===== src/pkg/drc_regs.svh =====
// Register offsets, window tags and fixed codes of the remote command handler.
// Assumes byte addressing on a 12-bit APB address, one 32-bit word per register.
`ifndef DRC_REGS_SVH
`define DRC_REGS_SVH
// ----------------------------------------
// Register offsets
// ----------------------------------------
`define DRC_A_CMD 12'h000
`define DRC_A_SETP 12'h004
`define DRC_A_TORQ 12'h008
`define DRC_A_CFG 12'h00c
`define DRC_A_STAT 12'h010
`define DRC_A_FREQ 12'h014
// Word windows, tag is paddr[11:7]
`define DRC_WWIN_TAG 5'h02
`define DRC_RWIN_TAG 5'h04
// ----------------------------------------
// Reset values and codes
// ----------------------------------------
`define DRC_W16_RST 16'h0000
`define DRC_PROF_BASIC 8'h00
`define DRC_PROF_TQA 8'h18
`define DRC_PROF_TQB 8'h1c
`define DRC_REPLY_OK 16'h0000
`define DRC_REPLY_ERR 16'h0001
`define DRC_SLOT_FIRST 3'h0
`define DRC_SLOT_LAST 3'h5
`define DRC_IW_FIRST 5'h02
`define DRC_IW_EXT 5'h10
`define DRC_MON_SPLIT 3'h2
`define DRC_MON_GAP 5'h02
`endif


===== src/pkg/drc_pkg.sv =====
// Types shared by the remote command handler files.
// Assumes field positions are fixed by the packed struct order below.
package drc_pkg;
  // Remote request bits, bit 0 at the bottom
  typedef struct packed {
    logic instruction_execute_request;
    logic nonvolatile_setpoint_write;
    logic volatile_setpoint_write;
    logic monitor_request;
    logic terminal_reset_bit;
    logic self_holding_select_bit;
    logic output_stop_request;
    logic auto_restart_select_bit;
    logic current_input_select_bit;
    logic second_function_bit;
    logic jog_bit;
    logic low_speed_bit;
    logic middle_speed_bit;
    logic high_speed_bit;
    logic reverse_run_request;
    logic forward_run_request;
  } drc_remote_t;
  typedef enum logic [1:0] {DRC_VF, DRC_SENSORLESS, DRC_VECTOR, DRC_PM} drc_method_t;
  typedef enum logic [1:0] {DRC_SPEED, DRC_POSITION, DRC_TORQUE, DRC_MODE_RSV} drc_mode_t;
  typedef struct packed {
    logic [7:0] link_profile_param;
    logic [2:0] rsv;
    drc_mode_t mode;
    drc_method_t method;
    logic output_stop_logic_param;
  } drc_cfg_t;
  typedef struct packed {
    logic [11:0] rsv;
    logic instruction_done_flag;
    logic nonvolatile_write_done_flag;
    logic volatile_write_done_flag;
    logic monitor_done_flag;
  } drc_stat_t;
  typedef enum logic [1:0] {DRC_STOP, DRC_FWD, DRC_REV} drc_run_t;
  typedef struct packed {
    drc_run_t run;
    logic high_speed_terminal;
    logic middle_speed_terminal;
    logic low_speed_terminal;
    logic jog_terminal;
    logic second_function_terminal;
    logic current_input_terminal;
    logic auto_restart_terminal;
    logic output_shutoff_signal;
    logic stop_hold_terminal;
    logic reset_terminal;
  } drc_drive_t;
  typedef enum logic [1:0] {DRC_N_IDLE, DRC_N_FREQ, DRC_N_TORQ} drc_nv_st_t;
  typedef enum logic [2:0] {
    DRC_I_IDLE, DRC_I_FETCH, DRC_I_CODE, DRC_I_DATA, DRC_I_ISSUE, DRC_I_REPLY, DRC_I_RDATA
  } drc_ins_st_t;
endpackage


===== src/logic/drc_mem.sv =====
// Small word store, one write port and one registered read port.
// Assumes both ports on pclk; contents are undefined until written.
`timescale 1ns/100ps
module drc_mem #(
  parameter int AW = 5,
  parameter int DW = 16
) (
  input wire logic pclk,
  input wire logic presetn,
  input wire logic we,
  input wire logic [AW-1:0] waddr,
  input wire logic [DW-1:0] wdata,
  input wire logic [AW-1:0] raddr,
  output logic [DW-1:0] rdata
);
  logic [DW-1:0] mem [2**AW];
  // Array has no reset, kept small and cheap
  always_ff @(posedge pclk)
  begin
    if (we)
    begin
      mem[waddr] <= wdata;
    end
  end
  // Read data one cycle after the address
  always_ff @(posedge pclk or negedge presetn)
  begin
    if (!presetn)
      rdata <= '0;
    else
      rdata <= mem[raddr];
  end
endmodule


===== src/logic/drc_req_done.sv =====
// Request edge detect, busy tracking and done flag for one request bit.
// Assumes finish pulses once per start, and the master holds req until done.
`timescale 1ns/100ps
module drc_req_done (
  input wire logic pclk,
  input wire logic presetn,
  input wire logic req,
  input wire logic allow,
  input wire logic finish,
  output logic start,
  output logic busy,
  output logic done
);
  logic req_q;
  // A new rising edge starts work only when idle and done is cleared
  assign start = req && !req_q && allow && !busy && !done;
  always_ff @(posedge pclk or negedge presetn)
  begin
    if (!presetn)
      req_q <= 1'b0;
    else
      req_q <= req;
  end
  always_ff @(posedge pclk or negedge presetn)
  begin
    if (!presetn)
      busy <= 1'b0;
    else if (start)
      busy <= 1'b1;
    else if (finish)
      busy <= 1'b0;
  end
  // Set wins over the clear by a released request
  always_ff @(posedge pclk or negedge presetn)
  begin
    if (!presetn)
      done <= 1'b0;
    else if (finish)
      done <= 1'b1;
    else if (!req)
      done <= 1'b0;
  end
endmodule


===== src/logic/drc_top.sv =====
// Remote command handler: APB registers, drive decode, setpoint writes,
// monitor refresh and instruction execution.
// Assumes one 200 MHz pclk; core ports answer with ack pulses on pclk.
`timescale 1ns/100ps
`include "drc_regs.svh"
module drc_top (
  input wire logic pclk,
  input wire logic presetn,
  input wire logic psel,
  input wire logic penable,
  input wire logic pwrite,
  input wire logic [11:0] paddr,
  input wire logic [31:0] pwdata,
  output logic [31:0] prdata,
  output logic pready,
  output logic pslverr,
  input wire logic [5:0][15:0] mon_values,
  output drc_pkg::drc_drive_t drive,
  output logic [15:0] freq_cmd,
  output logic [15:0] torque_ram,
  output logic ee_req,
  output logic ee_sel,
  output logic [15:0] ee_data,
  input wire logic ee_ack,
  output logic instr_req,
  output logic [7:0] instr_code,
  output logic [7:0] instr_ext,
  output logic [15:0] instr_data,
  input wire logic instr_ack,
  input wire logic instr_err,
  input wire logic [15:0] instr_rdata
);
  // ----------------------------------------
  // APB decode
  // ----------------------------------------
  drc_pkg::drc_remote_t cmd;
  drc_pkg::drc_cfg_t cfg;
  drc_pkg::drc_stat_t stat;
  logic [15:0] setp;
  logic [15:0] torq_word;
  logic [31:0] rd_q;
  logic sel_mem_q;
  logic in_wwin;
  logic in_rwin;
  logic reg_hit;
  logic ro_hit;
  logic bad;
  logic acc_wr;
  logic [15:0] rmem_rdata;
  logic [15:0] wmem_rdata;

  assign in_wwin = (paddr[11:7] == `DRC_WWIN_TAG);
  assign in_rwin = (paddr[11:7] == `DRC_RWIN_TAG);
  assign ro_hit = (paddr == `DRC_A_STAT) || (paddr == `DRC_A_FREQ);
  assign reg_hit = (paddr == `DRC_A_CMD) || (paddr == `DRC_A_SETP) ||
    (paddr == `DRC_A_TORQ) || (paddr == `DRC_A_CFG) || ro_hit;
  // Read-only words refuse writes rather than silently dropping them
  assign bad = !(reg_hit || in_wwin || in_rwin) || (pwrite && (ro_hit || in_rwin));
  assign pready = 1'b1;
  assign pslverr = psel && penable && bad;
  assign acc_wr = psel && penable && pwrite && !bad;

  // Software-written registers
  always_ff @(posedge pclk or negedge presetn)
  begin
    if (!presetn)
    begin
      cmd <= `DRC_W16_RST;
      setp <= `DRC_W16_RST;
      torq_word <= `DRC_W16_RST;
      cfg <= `DRC_W16_RST;
    end
    else if (acc_wr)
    begin
      if (paddr == `DRC_A_CMD)
        cmd <= pwdata[15:0];
      if (paddr == `DRC_A_SETP)
        setp <= pwdata[15:0];
      if (paddr == `DRC_A_TORQ)
        torq_word <= pwdata[15:0];
      if (paddr == `DRC_A_CFG)
        cfg <= pwdata[15:0];
    end
  end

  // Read data captured in the setup cycle, zero wait states
  always_ff @(posedge pclk or negedge presetn)
  begin
    if (!presetn)
    begin
      rd_q <= '0;
      sel_mem_q <= 1'b0;
    end
    else if (psel && !penable)
    begin
      sel_mem_q <= in_rwin;
      unique case (paddr)
        `DRC_A_CMD: rd_q <= {16'h0000, cmd};
        `DRC_A_SETP: rd_q <= {16'h0000, setp};
        `DRC_A_TORQ: rd_q <= {16'h0000, torq_word};
        `DRC_A_CFG: rd_q <= {16'h0000, cfg};
        `DRC_A_STAT: rd_q <= {16'h0000, stat};
        `DRC_A_FREQ: rd_q <= {16'h0000, freq_cmd};
        default: rd_q <= '0;
      endcase
    end
  end
  assign prdata = sel_mem_q ? {16'h0000, rmem_rdata} : rd_q;

  // ----------------------------------------
  // Drive decode
  // ----------------------------------------
  // Registered so terminals never glitch on a partial command write
  always_ff @(posedge pclk or negedge presetn)
  begin
    if (!presetn)
      drive <= '0;
    else
    begin
      if (cmd.forward_run_request && cmd.reverse_run_request)
        drive.run <= drc_pkg::DRC_STOP;
      else if (cmd.forward_run_request)
        drive.run <= drc_pkg::DRC_FWD;
      else if (cmd.reverse_run_request)
        drive.run <= drc_pkg::DRC_REV;
      else
        drive.run <= drc_pkg::DRC_STOP;
      drive.high_speed_terminal <= cmd.high_speed_bit;
      drive.middle_speed_terminal <= cmd.middle_speed_bit;
      drive.low_speed_terminal <= cmd.low_speed_bit;
      drive.jog_terminal <= cmd.jog_bit;
      drive.second_function_terminal <= cmd.second_function_bit;
      drive.current_input_terminal <= cmd.current_input_select_bit;
      drive.auto_restart_terminal <= cmd.auto_restart_select_bit;
      drive.output_shutoff_signal <=
        cmd.output_stop_request ^ cfg.output_stop_logic_param;
      drive.stop_hold_terminal <= cmd.self_holding_select_bit;
      drive.reset_terminal <= cmd.terminal_reset_bit;
    end
  end

  // ----------------------------------------
  // Request handshakes
  // ----------------------------------------
  logic basic;
  logic mon_start, mon_busy, mon_done, mon_wrap;
  logic vol_start, vol_busy, vol_done, vol_fin;
  logic nv_start, nv_busy, nv_done, nv_fin;
  logic ins_start, ins_busy, ins_done, ins_fin;

  // Basic profile: volatile beats nonvolatile beats instruction
  assign basic = (cfg.link_profile_param == `DRC_PROF_BASIC);

  drc_req_done u_mon (
    .pclk(pclk), .presetn(presetn), .req(cmd.monitor_request), .allow(1'b1),
    .finish(mon_wrap), .start(mon_start), .busy(mon_busy), .done(mon_done)
  );
  drc_req_done u_vol (
    .pclk(pclk), .presetn(presetn), .req(cmd.volatile_setpoint_write), .allow(1'b1),
    .finish(vol_fin), .start(vol_start), .busy(vol_busy), .done(vol_done)
  );
  drc_req_done u_nv (
    .pclk(pclk), .presetn(presetn), .req(cmd.nonvolatile_setpoint_write),
    .allow(!(basic && vol_start)),
    .finish(nv_fin), .start(nv_start), .busy(nv_busy), .done(nv_done)
  );
  drc_req_done u_ins (
    .pclk(pclk), .presetn(presetn), .req(cmd.instruction_execute_request),
    .allow(!(basic && (vol_start || nv_start))),
    .finish(ins_fin), .start(ins_start), .busy(ins_busy), .done(ins_done)
  );

  always_comb
  begin
    stat = '0;
    stat.monitor_done_flag = mon_done;
    stat.volatile_write_done_flag = vol_done;
    stat.nonvolatile_write_done_flag = nv_done;
    stat.instruction_done_flag = ins_done;
  end

  // ----------------------------------------
  // Setpoint writes
  // ----------------------------------------
  logic tq_vol_ok;
  logic tq_nv_ok;
  logic tq_nv_q;
  drc_pkg::drc_nv_st_t nv_st;

  assign tq_vol_ok = (cfg.method != drc_pkg::DRC_VF);
  assign tq_nv_ok = tq_vol_ok && ((cfg.mode == drc_pkg::DRC_TORQUE) ||
    ((cfg.link_profile_param != `DRC_PROF_TQA) &&
     (cfg.link_profile_param != `DRC_PROF_TQB)));

  // RAM copy; a held volatile request keeps the setpoint applied
  always_ff @(posedge pclk or negedge presetn)
  begin
    if (!presetn)
      freq_cmd <= `DRC_W16_RST;
    else if (vol_start || nv_start)
      freq_cmd <= setp;
    else if (cmd.volatile_setpoint_write && (vol_busy || vol_done))
      freq_cmd <= setp;
  end
  always_ff @(posedge pclk or negedge presetn)
  begin
    if (!presetn)
      torque_ram <= `DRC_W16_RST;
    else if ((vol_start && tq_vol_ok) || (nv_start && tq_nv_ok))
      torque_ram <= torq_word;
  end
  // RAM write completes at once, done follows next edge
  always_ff @(posedge pclk or negedge presetn)
  begin
    if (!presetn)
      vol_fin <= 1'b0;
    else
      vol_fin <= vol_start;
  end

  // EEPROM sequencer; frequency first, then torque when it applies
  always_ff @(posedge pclk or negedge presetn)
  begin
    if (!presetn)
    begin
      nv_st <= drc_pkg::DRC_N_IDLE;
      ee_data <= `DRC_W16_RST;
      tq_nv_q <= 1'b0;
    end
    else
    begin
      unique case (nv_st)
        drc_pkg::DRC_N_IDLE:
          if (nv_start)
          begin
            nv_st <= drc_pkg::DRC_N_FREQ;
            ee_data <= setp;
            tq_nv_q <= tq_nv_ok;
          end
        drc_pkg::DRC_N_FREQ:
          if (ee_ack && tq_nv_q)
          begin
            nv_st <= drc_pkg::DRC_N_TORQ;
            ee_data <= torq_word;
          end
          else if (ee_ack)
            nv_st <= drc_pkg::DRC_N_IDLE;
        drc_pkg::DRC_N_TORQ:
          if (ee_ack)
            nv_st <= drc_pkg::DRC_N_IDLE;
        default:
          nv_st <= drc_pkg::DRC_N_IDLE;
      endcase
    end
  end
  assign ee_req = (nv_st != drc_pkg::DRC_N_IDLE);
  assign ee_sel = (nv_st == drc_pkg::DRC_N_TORQ);
  // Done only after the last EEPROM word is acknowledged
  assign nv_fin = ee_ack && (ee_sel || ((nv_st == drc_pkg::DRC_N_FREQ) && !tq_nv_q));

  // ----------------------------------------
  // Instruction execution
  // ----------------------------------------
  drc_pkg::drc_ins_st_t ins_st;
  logic [2:0] slot;
  logic [2:0] slot_m1;
  logic [4:0] iw_idx;
  logic [4:0] wmem_raddr;
  logic [15:0] reply;
  logic [15:0] rdat;
  logic ins_wr;

  // Slot 0 is word 2, the rest pair up from word 0x10
  assign slot_m1 = slot - 3'h1;
  assign iw_idx = (slot == `DRC_SLOT_FIRST) ? `DRC_IW_FIRST :
    (`DRC_IW_EXT + {1'b0, slot_m1, 1'b0});
  assign wmem_raddr = (ins_st == drc_pkg::DRC_I_CODE) ? (iw_idx + 5'h01) : iw_idx;
  assign ins_wr = (ins_st == drc_pkg::DRC_I_REPLY) || (ins_st == drc_pkg::DRC_I_RDATA);

  always_ff @(posedge pclk or negedge presetn)
  begin
    if (!presetn)
    begin
      ins_st <= drc_pkg::DRC_I_IDLE;
      slot <= `DRC_SLOT_FIRST;
      instr_code <= '0;
      instr_ext <= '0;
      instr_data <= '0;
      reply <= `DRC_REPLY_OK;
      rdat <= '0;
    end
    else
    begin
      unique case (ins_st)
        drc_pkg::DRC_I_IDLE:
          if (ins_start)
          begin
            ins_st <= drc_pkg::DRC_I_FETCH;
            slot <= `DRC_SLOT_FIRST;
          end
        drc_pkg::DRC_I_FETCH:
          ins_st <= drc_pkg::DRC_I_CODE;
        drc_pkg::DRC_I_CODE:
        begin
          instr_code <= wmem_rdata[7:0];
          instr_ext <= wmem_rdata[15:8];
          ins_st <= drc_pkg::DRC_I_DATA;
        end
        drc_pkg::DRC_I_DATA:
        begin
          instr_data <= wmem_rdata;
          ins_st <= drc_pkg::DRC_I_ISSUE;
        end
        drc_pkg::DRC_I_ISSUE:
          if (instr_ack)
          begin
            reply <= instr_err ? `DRC_REPLY_ERR : `DRC_REPLY_OK;
            rdat <= instr_rdata;
            ins_st <= drc_pkg::DRC_I_REPLY;
          end
        drc_pkg::DRC_I_REPLY:
          ins_st <= drc_pkg::DRC_I_RDATA;
        drc_pkg::DRC_I_RDATA:
          if (slot == `DRC_SLOT_LAST)
            ins_st <= drc_pkg::DRC_I_IDLE;
          else
          begin
            slot <= slot + 3'h1;
            ins_st <= drc_pkg::DRC_I_FETCH;
          end
        default:
          ins_st <= drc_pkg::DRC_I_IDLE;
      endcase
    end
  end
  assign instr_req = (ins_st == drc_pkg::DRC_I_ISSUE);
  // All six slots written back before done
  assign ins_fin = (ins_st == drc_pkg::DRC_I_RDATA) && (slot == `DRC_SLOT_LAST);

  // ----------------------------------------
  // Monitor refresh and word stores
  // ----------------------------------------
  logic [2:0] mon_slot;
  logic [4:0] mon_idx;
  logic rmem_we;
  logic [4:0] rmem_waddr;
  logic [15:0] rmem_wdata;

  // Monitor words 0, 1, then 4 to 7
  assign mon_idx = (mon_slot < `DRC_MON_SPLIT) ? {2'b00, mon_slot} :
    ({2'b00, mon_slot} + `DRC_MON_GAP);
  // Instruction write-back steals the port; monitor just waits its two cycles
  always_ff @(posedge pclk or negedge presetn)
  begin
    if (!presetn)
      mon_slot <= `DRC_SLOT_FIRST;
    else if (!cmd.monitor_request)
      mon_slot <= `DRC_SLOT_FIRST;
    else if (!ins_wr)
      mon_slot <= (mon_slot == `DRC_SLOT_LAST) ? `DRC_SLOT_FIRST : (mon_slot + 3'h1);
  end
  assign mon_wrap = cmd.monitor_request && !ins_wr && (mon_slot == `DRC_SLOT_LAST)
    && mon_busy;

  always_comb
  begin
    rmem_we = 1'b0;
    rmem_waddr = mon_idx;
    rmem_wdata = mon_values[mon_slot];
    if (ins_st == drc_pkg::DRC_I_REPLY)
    begin
      rmem_we = 1'b1;
      rmem_waddr = iw_idx;
      rmem_wdata = reply;
    end
    else if (ins_st == drc_pkg::DRC_I_RDATA)
    begin
      rmem_we = 1'b1;
      rmem_waddr = iw_idx + 5'h01;
      rmem_wdata = rdat;
    end
    else if (cmd.monitor_request)
      rmem_we = 1'b1;
  end

  drc_mem u_rmem (
    .pclk(pclk), .presetn(presetn), .we(rmem_we), .waddr(rmem_waddr),
    .wdata(rmem_wdata), .raddr(paddr[6:2]), .rdata(rmem_rdata)
  );
  drc_mem u_wmem (
    .pclk(pclk), .presetn(presetn), .we(acc_wr && in_wwin), .waddr(paddr[6:2]),
    .wdata(pwdata[15:0]), .raddr(wmem_raddr), .rdata(wmem_rdata)
  );
endmodule


===== config.mk =====
export PLATFORM = sky130hd
export DESIGN_NAME = drc_top
export DESIGN_NICKNAME = d
export VERILOG_FILES = /design/src/pkg/drc_pkg.sv /design/src/logic/drc_mem.sv /design/src/logic/drc_req_done.sv /design/src/logic/drc_top.sv
export VERILOG_INCLUDE_DIRS = /design/src /design/src/pkg
export SDC_FILE = /design/constraint.sdc
export NUM_CORES = 1
export LEC_CHECK = 0
export BUFFER_PORTS_ARGS = -buffer_cell sky130_fd_sc_hd__buf_2
export CORE_MARGIN = 2
export CORE_UTILIZATION = 54
export DETAILED_ROUTE_END_ITERATION = 7
export HOLD_SLACK_MARGIN = 0.1
export PLACE_DENSITY = 0.73
export SYNTH_ARGS = -nofsm -noshare
export SYNTH_HDL_FRONTEND = slang
export SYNTH_SLANG_ARGS = --single-unit

===== constraint.sdc =====
create_clock -name pclk -period 4.5 [get_ports pclk]
set_input_delay 0.675 -clock pclk [delete_from_list [all_inputs] [get_ports pclk]]
set_output_delay 0.675 -clock pclk [all_outputs]
set_load 0.05 [all_outputs]

==> results by group <==
Outcome
  – Status: finished clean

CTS
  – Clk slew on worst S/H paths: 0.07 ns
  – Clock sinks: 1143
  – Total CTS buffers: 110
  – Clock Tree Buf Depth: 3
  – # hold bufs at CTS: 1
  – Postcts setup bufs: 0
  – Post-CTS sizing: 0
  – CTS tree: done
  – Root Buffer: clkbuf_16
  – H-tree levels: 3
  – Worst-skew pair later-pin latency: 0.68 ns

Route
  – DR vias/cell: 6.17
  – Detailed-route DRC error count: 0
  – Vias: 24.4k
  – Wirelength, routed: 111 mm
  – Pre-antenna DRT Iters: 5
  – Post-DR wirelength/cell: 28.1 um
  – Post-DRT Antenna Nets: 0
  – Initial DRC Count: 2644

Flow run
  – # Max-Cap Violations: 0

Timing
  – Period minus WS final: 3.43 ns
  – Count of final setup violators: 0
  – RSZ-0062 raised after global routing: no
  – Hold Violations, Final: 0
  – Final Cycle Share: 0.761
  – Slew HR: 0.208
  – Slew @ Worst Pin: 1.18 ns
  – Max Clock Freq: 292 MHz
  – WHS: 0.239 ns
  – Max-slew violation count: 0
  – Fin Setup TNS: 0 ns
  – Clock skew: 0.0218 ns

Worst setup path
  – Setup crit end: pslverr
  – Crit Reg-Reg Endpoint: u_rmem.mem[4][15]
  – Reg2Reg Setup Slack: 1.09 ns
  – Max incr delay on CP: 0.58 ns
  – Slowest stage cell, crit path: or3b_2
  – Reg2reg start: mon_slot[1]
  – Worst Path Required: 3.83 ns
  – Worst-path cell chain: buf_2 -> or3b_2 -> nor4_1 -> nand2_1 -> a21oi_1 -> nor2_1 -> buf_2
  – Crit path max fanout: 9
  – Setup CP Type: primary input to output port
  – CP Launch Type: primary input
  – Worst Path Arrival: 2.75 ns
  – Crit. End Element: output port
  – Worst R2R Path Depth: 6
  – Top cell by count, worst path: buf_2
  – Critical Path Start: paddr[6]

Yosys
  – Cells after synthesis: 2421
  – Distinct cells, synth: 62
  – Synth Warn #: 0
  – Seq/Total Area, Yosys: 0.727
  – Yosys top cell by area: edfxtp_1
  – Syn Area/Cell: 18.8 um2
  – Yosys reg bits: 1143
  – Post-synth EDFFs: 896
  – Async set-reset flop share out of synthesis: 0.216
  – Top cell type's share of synthesized area: 0.592
  – Cell Area, Synth: 45500 um2
  – Ys flop type: edfxtp_1
  – Main area contributors after synthesis: edfxtp_1, dfrtp_1, mux4_2

Floorplanning
  – Die Y: 294 um
  – Core ar.: 83600 um2
  – Initial core utilization: 0.544
  – Core Rows: 106
  – Die width: 294 um
  – Total die area: 86600 um2
  – # IOs: 293

Finish
  – Synth-to-layout area growth: 15.1%
  – Share of cells above drive strength 1: 0.352
  – Nets: 2934
  – Layout fillers: 5720

Pwr
  – Power share of the combinational group: 0.186
  – Psw: 7.29 mW
  – Sw frac: 0.275
  – Clock network fraction of total power: 0.345
  – Peak supply drop: 455 uV
  – Seq pwr share: 0.468
  – PwrDens: 506 nW/um2
  – Internal: 19.2 mW
  – Leak Pwr: 18.8 nW

GRT
  – Gr usage total: 0.259
  – Initial antenna violation count: 6
  – Vias in the first global route: 25.1k
  – First-pass GRT wire length: 163 mm
  – Largest net degree at the start of global routing: 86
  – Total gr overflow: 0

Placed design
  – Final HPWL DP: 68.9 mm
  – Gpl congestion: 0.915
  – PortBufs: 259

Worst hold path
  – Hold Path Depth: 2
  – Hold crit path type: primary input to flip-flop
-- through the flow --
stage	instances	instance area (um2)	setup slack [ns]	utilization	power, mW
final	3947	52400	1.07	0.627	26.5
after global routing	3942	52400	0.875	0.627	27.4
after CTS	3941	52400	1.09	0.627	26.6
after detailed placement	3730	48700	1.11	0.583	17.6
after global placement	3730	48700	1.21	0.583	17.4
after floorplan	2436	45500	0.203	-	15.8
-- registers in the layout (all words and copies together) (netlist names), 8 cells and up --
signal and count:
cfg 16, cmd 16, drive 12, ee_data 16, freq_cmd 16, instr_code 8
instr_data 16, instr_ext 8, rd_q 16, rdat 16, setp 16, torq_word 16
torque_ram 16, u_rmem.mem 512, u_rmem.rdata 16, u_wmem.mem 384, u_wmem.rdata 16
-- placed cells by master, fill, tap and decap left out, types with 5 or more instances in the layout --
master       n
nand4_1      5
o221ai_1    12
dfrtp_1    245
clkbuf_8    13
conb_1      17
nor3_2       5
a31oi_1     36
clkbuf_1    32
nand2b_1     9
nand2_1    154
clkbuf_16  112
clkinv_1    13
mux4_2     254
nor2_1     125
ha_1         7
mux2_4      10
nor2b_1     11
a211o_1     16
a22oi_1     16
nand3b_1     5
clkinv_2    25
o21ai_0     62
buf_4      100
mux2_2     163
nand3_1     14
diode_2      6
and3_1      16
a21oi_1      6
a211oi_4    15
mux2i_1     69
buf_12       7
bufinv_16    8
nor4_2       9
a221oi_1    17
inv_1       36
edfxtp_1   896
buf_2      256
-- worst min path at each step --
stage / endpoint / start
floorplan: drive[6] / cmd[5]
global placement: drive[9] / cmd[2]
detailed placement: drive[9] / cmd[2]
CTS: rdat[7] / instr_rdata[7]
global route: rdat[10] / instr_rdata[10]
finish: rdat[10] / instr_rdata[10]
-- layout make-up --
| cell class | instances | area [um2] | area share |
|---|---|---|---|
| Timing Repair Buffer | 367 | 2220 | 0.0425 |
| Tap cell | 1080 | 1350 | 0.0258 |
| Antenna cell | 6 | 15.0 | 0.000287 |
| Clock buffer | 157 | 3100 | 0.0592 |
| Clock inverter | 53 | 517 | 0.00987 |
| Inverter | 38 | 143 | 0.00272 |
| Sequential cell | 1143 | 33100 | 0.632 |
| Multi-Input combinational cell | 1103 | 11900 | 0.228 |
-- worst max-delay path, delay by kind of cell --
family	cells	cell delay (ns)
AOI/OAI and AO/OA	1	0.21
buffers and inverters	2	0.45
and+or+nand+nor	4	1.41
-- cells by family (layout without fill, tap and decap cells) --
kind of cell               after synthesis  count (layout)  share of synthesized area
muxes                                  497             497                      0.185
xor gates and xnor gates                 1               1                   0.000193
adders and majority gates                7               7                    0.00193
and+or+nand+nor                        381             381                     0.0376
buffers and inverters                  190             615                     0.0182
DFF                                   1143            1143                      0.727
AOI/OAI and AO/OA                      200             200                     0.0297
other                                    2              23                   0.000165
-- per-layer routing --
metal	share of wire	vias up	track usage	wire [um]
met2	0.50	1110	0.425	55300
met4	0.036	0	0.0952	4020
li1	-	10300	-	-
met1	0.38	12800	0.346	42300
met5	0	-	0	0
met3	0.083	207	0.0546	9190
-- power groups by stage --
stage	Clock (mW)	Sequential [mW]	Combinational [mW]
6_report	9.14	12.4	4.94
3_3_place_gp	0	12.6	4.80
3_5_place_dp	0	12.6	4.94
4_1_cts	9.25	12.4	4.97
5_1_grt	9.68	12.4	5.24
2_1_floorplan	0	13.1	2.76
-- synthesized netlist by cell type, types with 21 or more instances --
master / n
buf_4: 21
nand2_1: 154
edfxtp_1: 896
inv_1: 36
mux2_2: 163
clkbuf_1: 86
a31oi_1: 36
nor2_1: 127
o21ai_0: 62
mux4_2: 254
mux2i_1: 70
dfrtp_1: 247
buf_1: 26
Note: power is estimated with default switching activity, not from simulation.
